[src/design/ibsc_pkg.sv]
// Shared constants and types for the boot, reprogramming and code protection control block.
package ibsc_pkg;

  // Register indices; the byte address of each is four times its index.
  localparam logic [7:0] CTRL_IDX = 8'hBF;
  localparam logic [7:0] UNLOCK_IDX = 8'hC0;
  localparam logic [7:0] STATUS_IDX = 8'hC1;
  localparam logic [7:0] SEC_IDX = 8'hC2;

  // Field positions in the programming control register.
  localparam int CTRL_REBOOT_BIT = 7;
  localparam int CTRL_AUX_BIT = 4;
  localparam int CTRL_SEL_BIT = 1;
  localparam int CTRL_PE_BIT = 0;

  // Field positions in the security register; an erased bit reads 1.
  localparam int SEC_LOCK_BIT = 0;
  localparam int SEC_CODE_READ_BIT = 1;
  localparam int SEC_ENC_BIT = 2;
  localparam int SEC_OSC_BIT = 7;
  localparam logic [7:0] SEC_ERASED = 8'hFF;

  // Field positions in the status register.
  localparam int STAT_FORCED_BIT = 0;
  localparam int STAT_ISP_BIT = 1;
  localparam int STAT_OPEN_BIT = 2;
  localparam int STAT_READY_BIT = 3;

  // Write unlock sequence values.
  localparam logic [7:0] UNLOCK_KEY1 = 8'h87;
  localparam logic [7:0] UNLOCK_KEY2 = 8'h59;

  // Clock edges to wait after reset before the strap pins are caught.
  localparam logic [1:0] STRAP_SETTLE = 2'h2;

  // AXI4-Lite response codes.
  localparam logic [1:0] RESP_OKAY = 2'h0;
  localparam logic [1:0] RESP_SLVERR = 2'h2;

  typedef enum logic [1:0] {ULK_CLOSED, ULK_HALF, ULK_OPEN} ibsc_unlock_type;

endpackage

[src/design/ibsc_isp_boot_security.sv]
// Boot source, in-system programming control and code protection with an AXI4-Lite slave.
`timescale 1ns/100ps

// Notes on behaviour
// - Reboot when bits 7, 1, 0 written one
// - Bit 7 reads one in forced loader boot
// - Bit 4 enables the auxiliary RAM
// - Bit 1 picks loader bank and reprogram target
// - Program enable plus idle wake enters programming
// - Program enable clear refuses all flash operations
// - Default boot is the application bank
// - Straps low at reset force loader boot
// - Security bits only fall; erase-all restores them
// - Security register hidden during programming mode
// - Inhibit zero: external code reads external only
// - Internal code reads internal and external freely
// - Inhibit one places no code read limit
// - Encryption enabled encodes port zero data
// - Encryption cleared only by whole-chip erase
// - Oscillator bit zero halves amplifier gain
// - Entering loader bank clears program counter
module ibsc_isp_boot_security
  import ibsc_pkg::*;
#(
  parameter logic [7:0] ENC_KEY = 8'h5A,
  parameter logic [7:0] SEC_INIT = SEC_ERASED,
  parameter logic [1:0] SETTLE = STRAP_SETTLE
)
(
  input wire logic ref_clk,
  input wire logic arst_n,
  input wire logic [9:0] s_axi_awaddr,
  input wire logic s_axi_awvalid,
  output logic s_axi_awready,
  input wire logic [31:0] s_axi_wdata,
  input wire logic [3:0] s_axi_wstrb,
  input wire logic s_axi_wvalid,
  output logic s_axi_wready,
  output logic [1:0] s_axi_bresp,
  output logic s_axi_bvalid,
  input wire logic s_axi_bready,
  input wire logic [9:0] s_axi_araddr,
  input wire logic s_axi_arvalid,
  output logic s_axi_arready,
  output logic [31:0] s_axi_rdata,
  output logic [1:0] s_axi_rresp,
  output logic s_axi_rvalid,
  input wire logic s_axi_rready,
  input wire logic strap_p27,
  input wire logic strap_p26,
  input wire logic strap_p43,
  input wire logic cpu_idle,
  input wire logic wake_irq,
  input wire logic chip_erase_req,
  input wire logic flash_op_req,
  input wire logic code_read_from_internal,
  input wire logic code_read_target_internal,
  input wire logic [7:0] p0_data_in,
  output logic cpu_reset_out,
  output logic pc_clear,
  output logic exec_from_loader,
  output logic isp_mode,
  output logic flash_op_grant,
  output logic loader_in_small_bank,
  output logic reprog_target_large,
  output logic aux_ram_enable,
  output logic code_read_use_internal,
  output logic [7:0] p0_data_out,
  output logic osc_half_gain
);

  // A zero settle count would catch the straps before the synchroniser holds them.
  if (SETTLE == 2'h0)
  begin : g_chk
    $error("SETTLE must be at least one");
  end

  // Word index of a byte address.
  function automatic logic [7:0] reg_index(input logic [9:0] a);
    return a[9:2];
  endfunction

  // Aligned access to one of the four registers.
  function automatic logic is_mapped(input logic [9:0] a);
    logic [7:0] i;
    i = a[9:2];
    return (a[1:0] == 2'h0) && (i == CTRL_IDX || i == UNLOCK_IDX || i == STATUS_IDX ||
      i == SEC_IDX);
  endfunction

  // Port 0 scrambler: a rotate then a key mask, cheap and reversible.
  function automatic logic [7:0] encode(input logic [7:0] d);
    return {d[2:0], d[7:3]} ^ ENC_KEY;
  endfunction

  logic aw_hold_reg, aw_hold_next, w_hold_reg, w_hold_next, w_strb0_reg, w_strb0_next;
  logic [9:0] aw_addr_reg, aw_addr_next;
  logic [7:0] w_data_reg, w_data_next;
  logic bvalid_reg, bvalid_next, rvalid_reg, rvalid_next;
  logic [1:0] bresp_reg, bresp_next, rresp_reg, rresp_next;
  logic [31:0] rdata_reg, rdata_next;
  ibsc_unlock_type ulk_reg, ulk_next;
  logic aux_reg, aux_next, sel_reg, sel_next, pe_reg, pe_next;
  logic soft_rst_reg, soft_rst_next, isp_reg, isp_next, pc_clear_reg, pc_clear_next;
  logic forced_reg, forced_next, captured_reg, captured_next;
  logic [1:0] cap_cnt_reg, cap_cnt_next;
  logic [2:0] strap_s1_reg, strap_s2_reg;
  logic [7:0] sec_reg, sec_next, p0_out_reg, p0_out_next;
  logic do_write, wr_ok, code_read_free, enter_isp;
  logic [7:0] wr_idx, wr_byte, ctrl_view;

  // The write is performed once address and data are both held and no response is pending.
  assign do_write = aw_hold_reg && w_hold_reg && !bvalid_reg;
  assign wr_ok = do_write && w_strb0_reg && is_mapped(aw_addr_reg);
  assign wr_idx = reg_index(aw_addr_reg);
  assign wr_byte = w_data_reg;
  assign s_axi_awready = !aw_hold_reg && !bvalid_reg;
  assign s_axi_wready = !w_hold_reg && !bvalid_reg;
  assign s_axi_arready = !rvalid_reg;
  assign s_axi_bvalid = bvalid_reg;
  assign s_axi_bresp = bresp_reg;
  assign s_axi_rvalid = rvalid_reg;
  assign s_axi_rdata = rdata_reg;
  assign s_axi_rresp = rresp_reg;

  // Readback of the control register; reserved bits are constant zero.
  assign ctrl_view = {forced_reg, 2'h0, aux_reg, 2'h0, sel_reg, pe_reg};

  // Bus channel state; a lane-0 strobe is needed since all registers are one byte wide.
  always_comb
  begin
    aw_hold_next = aw_hold_reg;
    aw_addr_next = aw_addr_reg;
    w_hold_next = w_hold_reg;
    w_data_next = w_data_reg;
    w_strb0_next = w_strb0_reg;
    bvalid_next = bvalid_reg;
    bresp_next = bresp_reg;
    rvalid_next = rvalid_reg;
    rdata_next = rdata_reg;
    rresp_next = rresp_reg;
    if (s_axi_awvalid && s_axi_awready)
    begin
      aw_hold_next = 1'b1;
      aw_addr_next = s_axi_awaddr;
    end
    if (s_axi_wvalid && s_axi_wready)
    begin
      w_hold_next = 1'b1;
      w_data_next = s_axi_wdata[7:0];
      w_strb0_next = s_axi_wstrb[0];
    end
    if (do_write)
    begin
      aw_hold_next = 1'b0;
      w_hold_next = 1'b0;
      bvalid_next = 1'b1;
      bresp_next = is_mapped(aw_addr_reg) ? RESP_OKAY : RESP_SLVERR;
    end
    else if (bvalid_reg && s_axi_bready)
    begin
      bvalid_next = 1'b0;
    end
    if (s_axi_arvalid && s_axi_arready)
    begin
      rvalid_next = 1'b1;
      rresp_next = is_mapped(s_axi_araddr) ? RESP_OKAY : RESP_SLVERR;
      rdata_next = 32'h0000_0000;
      if (is_mapped(s_axi_araddr))
      begin
        case (reg_index(s_axi_araddr))
          CTRL_IDX: rdata_next[7:0] = ctrl_view;
          UNLOCK_IDX: rdata_next[7:0] = 8'h00;
          STATUS_IDX: rdata_next[3:0] = {captured_reg, ulk_reg == ULK_OPEN, isp_reg,
            forced_reg};
          SEC_IDX: rdata_next[7:0] = isp_reg ? 8'h00 : sec_reg;
          default: rdata_next = 32'h0000_0000;
        endcase
      end
    end
    else if (rvalid_reg && s_axi_rready)
    begin
      rvalid_next = 1'b0;
    end
  end

  // Bus channel registers.
  always_ff @(posedge ref_clk or negedge arst_n)
  begin
    if (!arst_n)
    begin
      aw_hold_reg <= 1'b0;
      aw_addr_reg <= 10'h000;
      w_hold_reg <= 1'b0;
      w_data_reg <= 8'h00;
      w_strb0_reg <= 1'b0;
      bvalid_reg <= 1'b0;
      bresp_reg <= RESP_OKAY;
      rvalid_reg <= 1'b0;
      rdata_reg <= 32'h0000_0000;
      rresp_reg <= RESP_OKAY;
    end
    else
    begin
      aw_hold_reg <= aw_hold_next;
      aw_addr_reg <= aw_addr_next;
      w_hold_reg <= w_hold_next;
      w_data_reg <= w_data_next;
      w_strb0_reg <= w_strb0_next;
      bvalid_reg <= bvalid_next;
      bresp_reg <= bresp_next;
      rvalid_reg <= rvalid_next;
      rdata_reg <= rdata_next;
      rresp_reg <= rresp_next;
    end
  end

  // Strap pins are asynchronous; only the second stage is looked at.
  always_ff @(posedge ref_clk or negedge arst_n)
  begin
    if (!arst_n)
    begin
      strap_s1_reg <= 3'h7;
      strap_s2_reg <= 3'h7;
    end
    else
    begin
      strap_s1_reg <= {strap_p27, strap_p26, strap_p43};
      strap_s2_reg <= strap_s1_reg;
    end
  end

  // Isp mode is entered on the interrupt wake from idle with programming enabled.
  assign enter_isp = pe_reg && cpu_idle && wake_irq && !isp_reg && captured_reg;

  // Core control state: unlock, control bits, boot source, security and port 0 path.
  always_comb
  begin
    ulk_next = ulk_reg;
    aux_next = aux_reg;
    sel_next = sel_reg;
    pe_next = pe_reg;
    soft_rst_next = 1'b0;
    isp_next = isp_reg;
    pc_clear_next = 1'b0;
    forced_next = forced_reg;
    captured_next = captured_reg;
    cap_cnt_next = cap_cnt_reg;
    sec_next = sec_reg;
    // Straps are caught a few edges after reset so the synchroniser holds the pin levels.
    if (!captured_reg)
    begin
      if (cap_cnt_reg == SETTLE)
      begin
        forced_next = (!strap_s2_reg[2] && !strap_s2_reg[1]) || !strap_s2_reg[0];
        captured_next = 1'b1;
      end
      else
      begin
        cap_cnt_next = cap_cnt_reg + 2'h1;
      end
    end
    if (wr_ok && wr_idx == UNLOCK_IDX)
    begin
      if (wr_byte == UNLOCK_KEY1)
      begin
        ulk_next = (ulk_reg == ULK_OPEN) ? ULK_OPEN : ULK_HALF;
      end
      else if (wr_byte == UNLOCK_KEY2 && ulk_reg != ULK_CLOSED)
      begin
        ulk_next = ULK_OPEN;
      end
      else
      begin
        ulk_next = ULK_CLOSED;
      end
    end
    // Control writes only land while unlocked; bits 3, 2 and the reserved bits are dropped.
    if (wr_ok && wr_idx == CTRL_IDX && ulk_reg == ULK_OPEN)
    begin
      aux_next = wr_byte[CTRL_AUX_BIT];
      sel_next = wr_byte[CTRL_SEL_BIT];
      pe_next = wr_byte[CTRL_PE_BIT];
      if (!wr_byte[CTRL_PE_BIT])
      begin
        isp_next = 1'b0;
      end
      soft_rst_next = wr_byte[CTRL_REBOOT_BIT] && wr_byte[CTRL_SEL_BIT] &&
        wr_byte[CTRL_PE_BIT];
    end
    // Isp entry follows the control write, so entry wins over a clear in the same cycle.
    if (enter_isp)
    begin
      isp_next = 1'b1;
      pc_clear_next = !forced_reg;
    end
    // Security bits can only be programmed downward and are invisible in isp mode.
    if (wr_ok && wr_idx == SEC_IDX && !isp_reg)
    begin
      sec_next = sec_reg & wr_byte;
    end
    // Whole-chip erase is the only path that raises security bits again.
    if (chip_erase_req && !isp_reg)
    begin
      sec_next = SEC_ERASED;
    end
    // A soft reboot returns the unlock, control, isp and strap capture state to power-on state; security and bus state are kept.
    if (soft_rst_reg)
    begin
      ulk_next = ULK_CLOSED;
      aux_next = 1'b0;
      sel_next = 1'b0;
      pe_next = 1'b0;
      isp_next = 1'b0;
      pc_clear_next = 1'b0;
      forced_next = 1'b0;
      captured_next = 1'b0;
      cap_cnt_next = 2'h0;
    end
    p0_out_next = sec_reg[SEC_ENC_BIT] ? p0_data_in : encode(p0_data_in);
  end

  // Core control registers; the security byte resets to its stored image.
  always_ff @(posedge ref_clk or negedge arst_n)
  begin
    if (!arst_n)
    begin
      ulk_reg <= ULK_CLOSED;
      aux_reg <= 1'b0;
      sel_reg <= 1'b0;
      pe_reg <= 1'b0;
      soft_rst_reg <= 1'b0;
      isp_reg <= 1'b0;
      pc_clear_reg <= 1'b0;
      forced_reg <= 1'b0;
      captured_reg <= 1'b0;
      cap_cnt_reg <= 2'h0;
      sec_reg <= SEC_INIT;
      p0_out_reg <= 8'h00;
    end
    else
    begin
      ulk_reg <= ulk_next;
      aux_reg <= aux_next;
      sel_reg <= sel_next;
      pe_reg <= pe_next;
      soft_rst_reg <= soft_rst_next;
      isp_reg <= isp_next;
      pc_clear_reg <= pc_clear_next;
      forced_reg <= forced_next;
      captured_reg <= captured_next;
      cap_cnt_reg <= cap_cnt_next;
      sec_reg <= sec_next;
      p0_out_reg <= p0_out_next;
    end
  end

  // The CPU is held until the straps are caught, and again on a soft reboot until the straps are caught anew.
  assign cpu_reset_out = !captured_reg || soft_rst_reg;
  assign pc_clear = pc_clear_reg;
  assign exec_from_loader = forced_reg || isp_reg;
  assign isp_mode = isp_reg;
  assign flash_op_grant = flash_op_req && isp_reg && pe_reg && cpu_idle;
  assign loader_in_small_bank = sel_reg;
  assign reprog_target_large = sel_reg;
  assign aux_ram_enable = aux_reg;
  // Internal code, or an inhibit bit left at one, may read the internal flash.
  assign code_read_free = code_read_from_internal || sec_reg[SEC_CODE_READ_BIT];
  assign code_read_use_internal = code_read_target_internal && code_read_free;
  assign p0_data_out = p0_out_reg;
  assign osc_half_gain = !sec_reg[SEC_OSC_BIT];
endmodule

[config.mk]
export PLATFORM = sky130hd
export DESIGN_NAME = ibsc_isp_boot_security
export DESIGN_NICKNAME = d
export VERILOG_FILES = /design/src/design/ibsc_pkg.sv /design/src/design/ibsc_isp_boot_security.sv
export SDC_FILE = /design/constraint.sdc
export NUM_CORES = 1
export LEC_CHECK = 0
export ABC_AREA = 1
export BUFFER_PORTS_ARGS = -buffer_cell sky130_fd_sc_hd__clkbuf_2
export CORE_UTILIZATION = 30
export CTS_CLUSTER_SIZE = 20
export DETAILED_ROUTE_END_ITERATION = 8
export SLEW_MARGIN = 20
export SYNTH_ARGS = -nofsm -noshare
export SYNTH_HDL_FRONTEND = slang
export SYNTH_SLANG_ARGS = --single-unit
[constraint.sdc]
create_clock -name ref_clk -period 1.6 [get_ports ref_clk]
set_clock_uncertainty 0.2 [all_clocks]
set_input_delay 0.08 -clock ref_clk [delete_from_list [all_inputs] [get_ports ref_clk]]
set_output_delay 0.08 -clock ref_clk [all_outputs]
set_load 0.05 [all_outputs]
# [After elaboration in Yosys (flattened, before gate mapping)]
# Cells that the tools add are included.
[word_totals] reg_bits=93 inputBits=80 wordCells=153
[op_classes] add_sub_neg=1 eq_ne=15 n_mux=44 bitwise=2 n_reduce_logical=67
[ops] cell="$eq A8 B8 Y1 const B" n=9
[ops] cell="$mux W8" n=5
[ops] cell="$logic_and A1 B1 Y1" n=31
[ops] cell="$mux W1" n=27
[ops] cell="$mux W2" n=10
[ops] cell="$reduce_bool A2 Y1" n=9
[ops] cell="$pmux W4 S3" n=1
[ops] cell="$logic_not A1 Y1" n=11
[ops] cell="$logic_or A1 B1 Y1" n=10
[ops] cell="$and A8 B8 Y8" n=1
[ops] cell="$eq A8 B7 Y1 const B" n=1
[ops] cell="$pmux W4 S2" n=1
[ops] cell="$reduce_and A2 Y1" n=3
[ops] cell="$eq A2 B2 Y1 const B" n=2
[ops] cell="$logic_not A2 Y1" n=2
[ops] cell="$ne A2 B2 Y1 const B" n=2
[ops] cell="$not A4 Y4" n=1
[ops] cell="$ne A3 B1 Y1 const B" n=1
[ops] cell="$reduce_bool A3 Y1" n=1
[ops] cell="$add A2 B1 Y2 const B" n=1

# [Depth between registers and ports, before layout]
[depth] ltp_word=11 ltp_mapped=11 depth_no_buf=11

# [Worst setup path before layout]
# No wires, ideal clock.
[synth_timing] path_kind="register to register" startpoint="reg bvalid_reg, in the netlist s_axi_bvalid" endpoint="reg aw_addr_reg[7]" arrival_time_ps=2087 required_ps=1276 setup_slack_ps=-810 path_stages_with_launch=6 synth_period_minus_slack_ps=2410 cell_sequence="dfrtp_1 -> nor2_1 -> nand2_1 -> buf_2 -> nor2_1 -> a21oi_1"
[synth_between] elab_chain_len=3
[synth_lines] element="from (decl)" line_no="ibsc_isp_boot_security.sv:99" text="logic bvalid_reg, bvalid_next, rvalid_reg, rvalid_next;"
[synth_lines] element="from (signal assigned)" line_no="ibsc_isp_boot_security.sv:210" text="bvalid_reg <= bvalid_next;"
[synth_lines] element="$logic_not A1 Y1" line_no="ibsc_isp_boot_security.sv:117" text="assign s_axi_awready = !aw_hold_reg && !bvalid_reg;"
[synth_lines] element="$logic_and A1 B1 Y1" line_no="ibsc_isp_boot_security.sv:117"
[synth_lines] element="named net s_axi_awready" line_no="ibsc_isp_boot_security.sv:34" text="output logic s_axi_awready,"
[synth_lines] element="$logic_and A1 B1 Y1" line_no="ibsc_isp_boot_security.sv:142" text="if (s_axi_awvalid && s_axi_awready)"
[synth_lines] element="to (signal assigned)" line_no="ibsc_isp_boot_security.sv:206" text="aw_addr_reg <= aw_addr_next;"
[synth_lines] element="to (decl)" line_no="ibsc_isp_boot_security.sv:97" text="logic [9:0] aw_addr_reg, aw_addr_next;"
# The timed path passes the listed nets, and every way through them passes these cells.
# A chain may end at the register's enable or synchronous reset.

# [Worst setup path in the final report]
[layout_timing] startpoint="reg aw_addr_reg[2]" endpoint="reg sec_reg[2]"
[layout_between] elab_chain_len=9 word_cells_on_any_way=12 cone_classes="4 x eq/ne; 8 x reduce/logical"
[layout_lines] element="$eq A8 B8 Y1" line_no="ibsc_isp_boot_security.sv:87" text="return (a[1:0] == 2'h0) && (i == CTRL_IDX || i == UNLOCK_IDX || i == STATUS_IDX ||"
[layout_lines] element="$logic_or A1 B1 Y1 (3 in a row)" line_no="ibsc_isp_boot_security.sv:87"
[layout_lines] element="$logic_and A1 B1 Y1" line_no="ibsc_isp_boot_security.sv:87"
[layout_lines] element="$logic_and A1 B1 Y1" line_no="ibsc_isp_boot_security.sv:114" text="assign wr_ok = do_write && w_strb0_reg && is_mapped(aw_addr_reg);"
[layout_lines] element="$logic_and A1 B1 Y1 * (2 in a row)" line_no="ibsc_isp_boot_security.sv:298" text="if (wr_ok && wr_idx == SEC_IDX && !isp_reg)"
[layout_lines] element="$reduce_bool A2 Y1 (no source line) *"
[layout_lines] element="to (signal assigned)" line_no="ibsc_isp_boot_security.sv:353" text="sec_reg <= sec_next;"
[layout_lines] element="to (decl)" line_no="ibsc_isp_boot_security.sv:108" text="logic [7:0] sec_reg, sec_next, p0_out_reg, p0_out_next;"
# Every way passes the cells marked *; elsewhere a longest branch is shown, timed or not.

==> metrics.txt <==
status finished, violations left; failing checks negative setup slack; synthesized cell area 0.00319 mm2; initial drt markers 99; Total Nets Final 635; Period minus WS final 1740 ps; Placed Area 0.00396 mm2; Skew-Pair Late Insertion Delay 340 ps; port bufs 85; Area Overhead vs Synth 51.0%; cell mode on critical path nand2_1; gr usage total 14.8%; initial antenna violation count 0; Synth Area per Inst 8.31 um2; top post-synthesis cells by count nand2_1, dfrtp_1, nor2_1; fmax 575 MHz; CTS root buf clkbuf_8; final setup vio count 15; initial core utilization 30.9%; CTS clk-pin slew, worst paths 80 ps; critical path class flop to flop; ranking of synthesized cells by area dfrtp_1, nand2_1, dfstp_2; share of cells above drive strength 1 37.4%; WP data arrival 1810 ps; TritonRoute pass-1 iters 6; DRC Markers 0; MaxCap Viol Count 0; DRT Wirelength 7840 um; Layout fillers 1,003; CTS tree done; finished layout cell area 0.00482 mm2; post-route setup slack -140 ps; post-route ant nets 0; Synth Warn # 0; Cells after DPL 627; Final period util 109%; CP Cell Sequence nand2_2, nor2_2, nand2_1, nand2_2, nor2_2, nor2_4, buf_12, nand4_1, nand2_1, nand2_1; post-synthesis register bit count 67; final hold vios 0; grt total ovfl 0; Via density 4.29; Power Total 5880 uW; CP peak stage delay 410 ps; vias in the first global route 2,834; Unique masters post-synth 31; most numerous cell in the Yosys netlist nand2_1; cts bufs inserted 9; RSZ-0062 raised after global routing true; max reg flops 10; Vert. Die Dim 105 um; Routed wire per std cell 11.3 um; Synth Flop Type dfrtp_1; fin. max-slew vios 0; HPWL after DPL 5570 um; clock sinks 67; FFs w/ async S/R, synth 100%; clock tree buffer depth 2; leakage 0.00256 uW; Power Density 1220 mW/mm2; Die Wd 105 um; core area 0.0103 mm2; post-route insts no fill 695; die area 0.0111 mm2; required time worst endpoint 1670 ps; largest net degree at the start of global routing 20; peak supply drop 0.00115 V; H-tree levels 3; Rows 37; slowest CP cell dfrtp_1; Post-synth EDFFs 0; worst-path fanout max 5; Yosys top cell area share 41.6%; Gate Count Post-Synth 384; global-route wire length before repair 12,900 um; Startpoint Class flop; Via Count 2,983; GP Congestion 0.792; sequential area share after synthesis 53.1%; largest area contributor in the netlist dfrtp_1; ANT cells 0; IO Pins 139; crit end category flop; HP Class input port to async pin
## cell families (layout without fill, tap and decap cells)
kind of cell,after synthesis,in the layout,synth area share [%]
fa+ha+maj,1,1,0.392
mux,3,3,1.06
compound gates,42,42,7.02
other cells,1,26,0.117
buf+inv,74,224,12.2
flops,67,67,53.1
simple gates,196,196,26.1
## path summary, 6_finish.rpt
check | from | end | slack (ps) | cells past startpoint
worst max-delay path | aw_addr_reg[2] | sec_reg[2] | -140 | 10
worst min-delay path | arst_n | s_axi_rdata[6] | 30 | 2
worst max register to register | aw_addr_reg[2] | sec_reg[2] | -140 | 10
worst min register to register | strap_s1_reg[1] | strap_s2_reg[1] | 160 | 0
max in group asynchronous | arst_n | strap_s1_reg[2] | 630 | 3
min in group ref_clk | s_axi_araddr[7] | s_axi_rdata[2] | 40 | 6
## power breakdown
part / internal [uW] / switching [uW] / total (uW)
logic: 812 / 1240 / 2050
clock network: 888 / 705 / 1590
registers: 2010 / 224 / 2230
total: 3710 / 2170 / 5880
## worst max-delay path: cells and delay by family (launching register included)
kind | cells | cell delay, ps
buf+inv | 1 | 140
simple gates | 9 | 910
flops | 1 | 410
## stage by stage
stage	hold slack (ps)	setup TNS, ps	worst slack, ps	utilization [%]
floorplan	-416	-627	-118	-
global placement	-133	-139	-58.0	38.4
detailed placement	-136	-426	-92.7	38.4
CTS	10.3	-128	-43.8	45.3
global route	58.3	-2820	-220	46.7
finish	29.6	-1430	-140	46.7
## metal layers
layer,GRT usage [%],part of all wire [%]
met1,18.9,47
met2,24.6,47
met3,2.68,4.4
met4,6.44,2.3
met5,0,0
## layout make-up
cell class | instances | area (um2) | area share [%]
clock buffers | 9 | 124 | 2.57
clock inverters | 7 | 100 | 2.08
well taps | 136 | 170 | 3.53
multi-input cells | 268 | 1350 | 28.0
flip-flops and latches | 67 | 1700 | 35.3
inverters | 42 | 161 | 3.35
repair buffers | 166 | 1220 | 25.2
## cell usage in the layout (no fill, tap or decap), drive strengths merged, types with 3 or more instances in the layout
cell type      n
nor3           8
conb          26
o21ai         18
nor2          53
nand3         12
clkbuf        91
dfstp         14
mux2           3
nand4         13
nand2        108
dfrtp         53
clkinv         5
buf           42
inv           41
dlygate4sd3   42
a21oi         18
## repair_timing
action,in CTS,in global routing
setup endpoints to repair,19,25
pin swaps,3,6
buffers inserted,4,5
hold buffers,42,0
hold endpoints to repair,109,0
gates resized for setup,8,35
gates cloned,0,1
No activity file was read; power rests on OpenSTA's default activity.
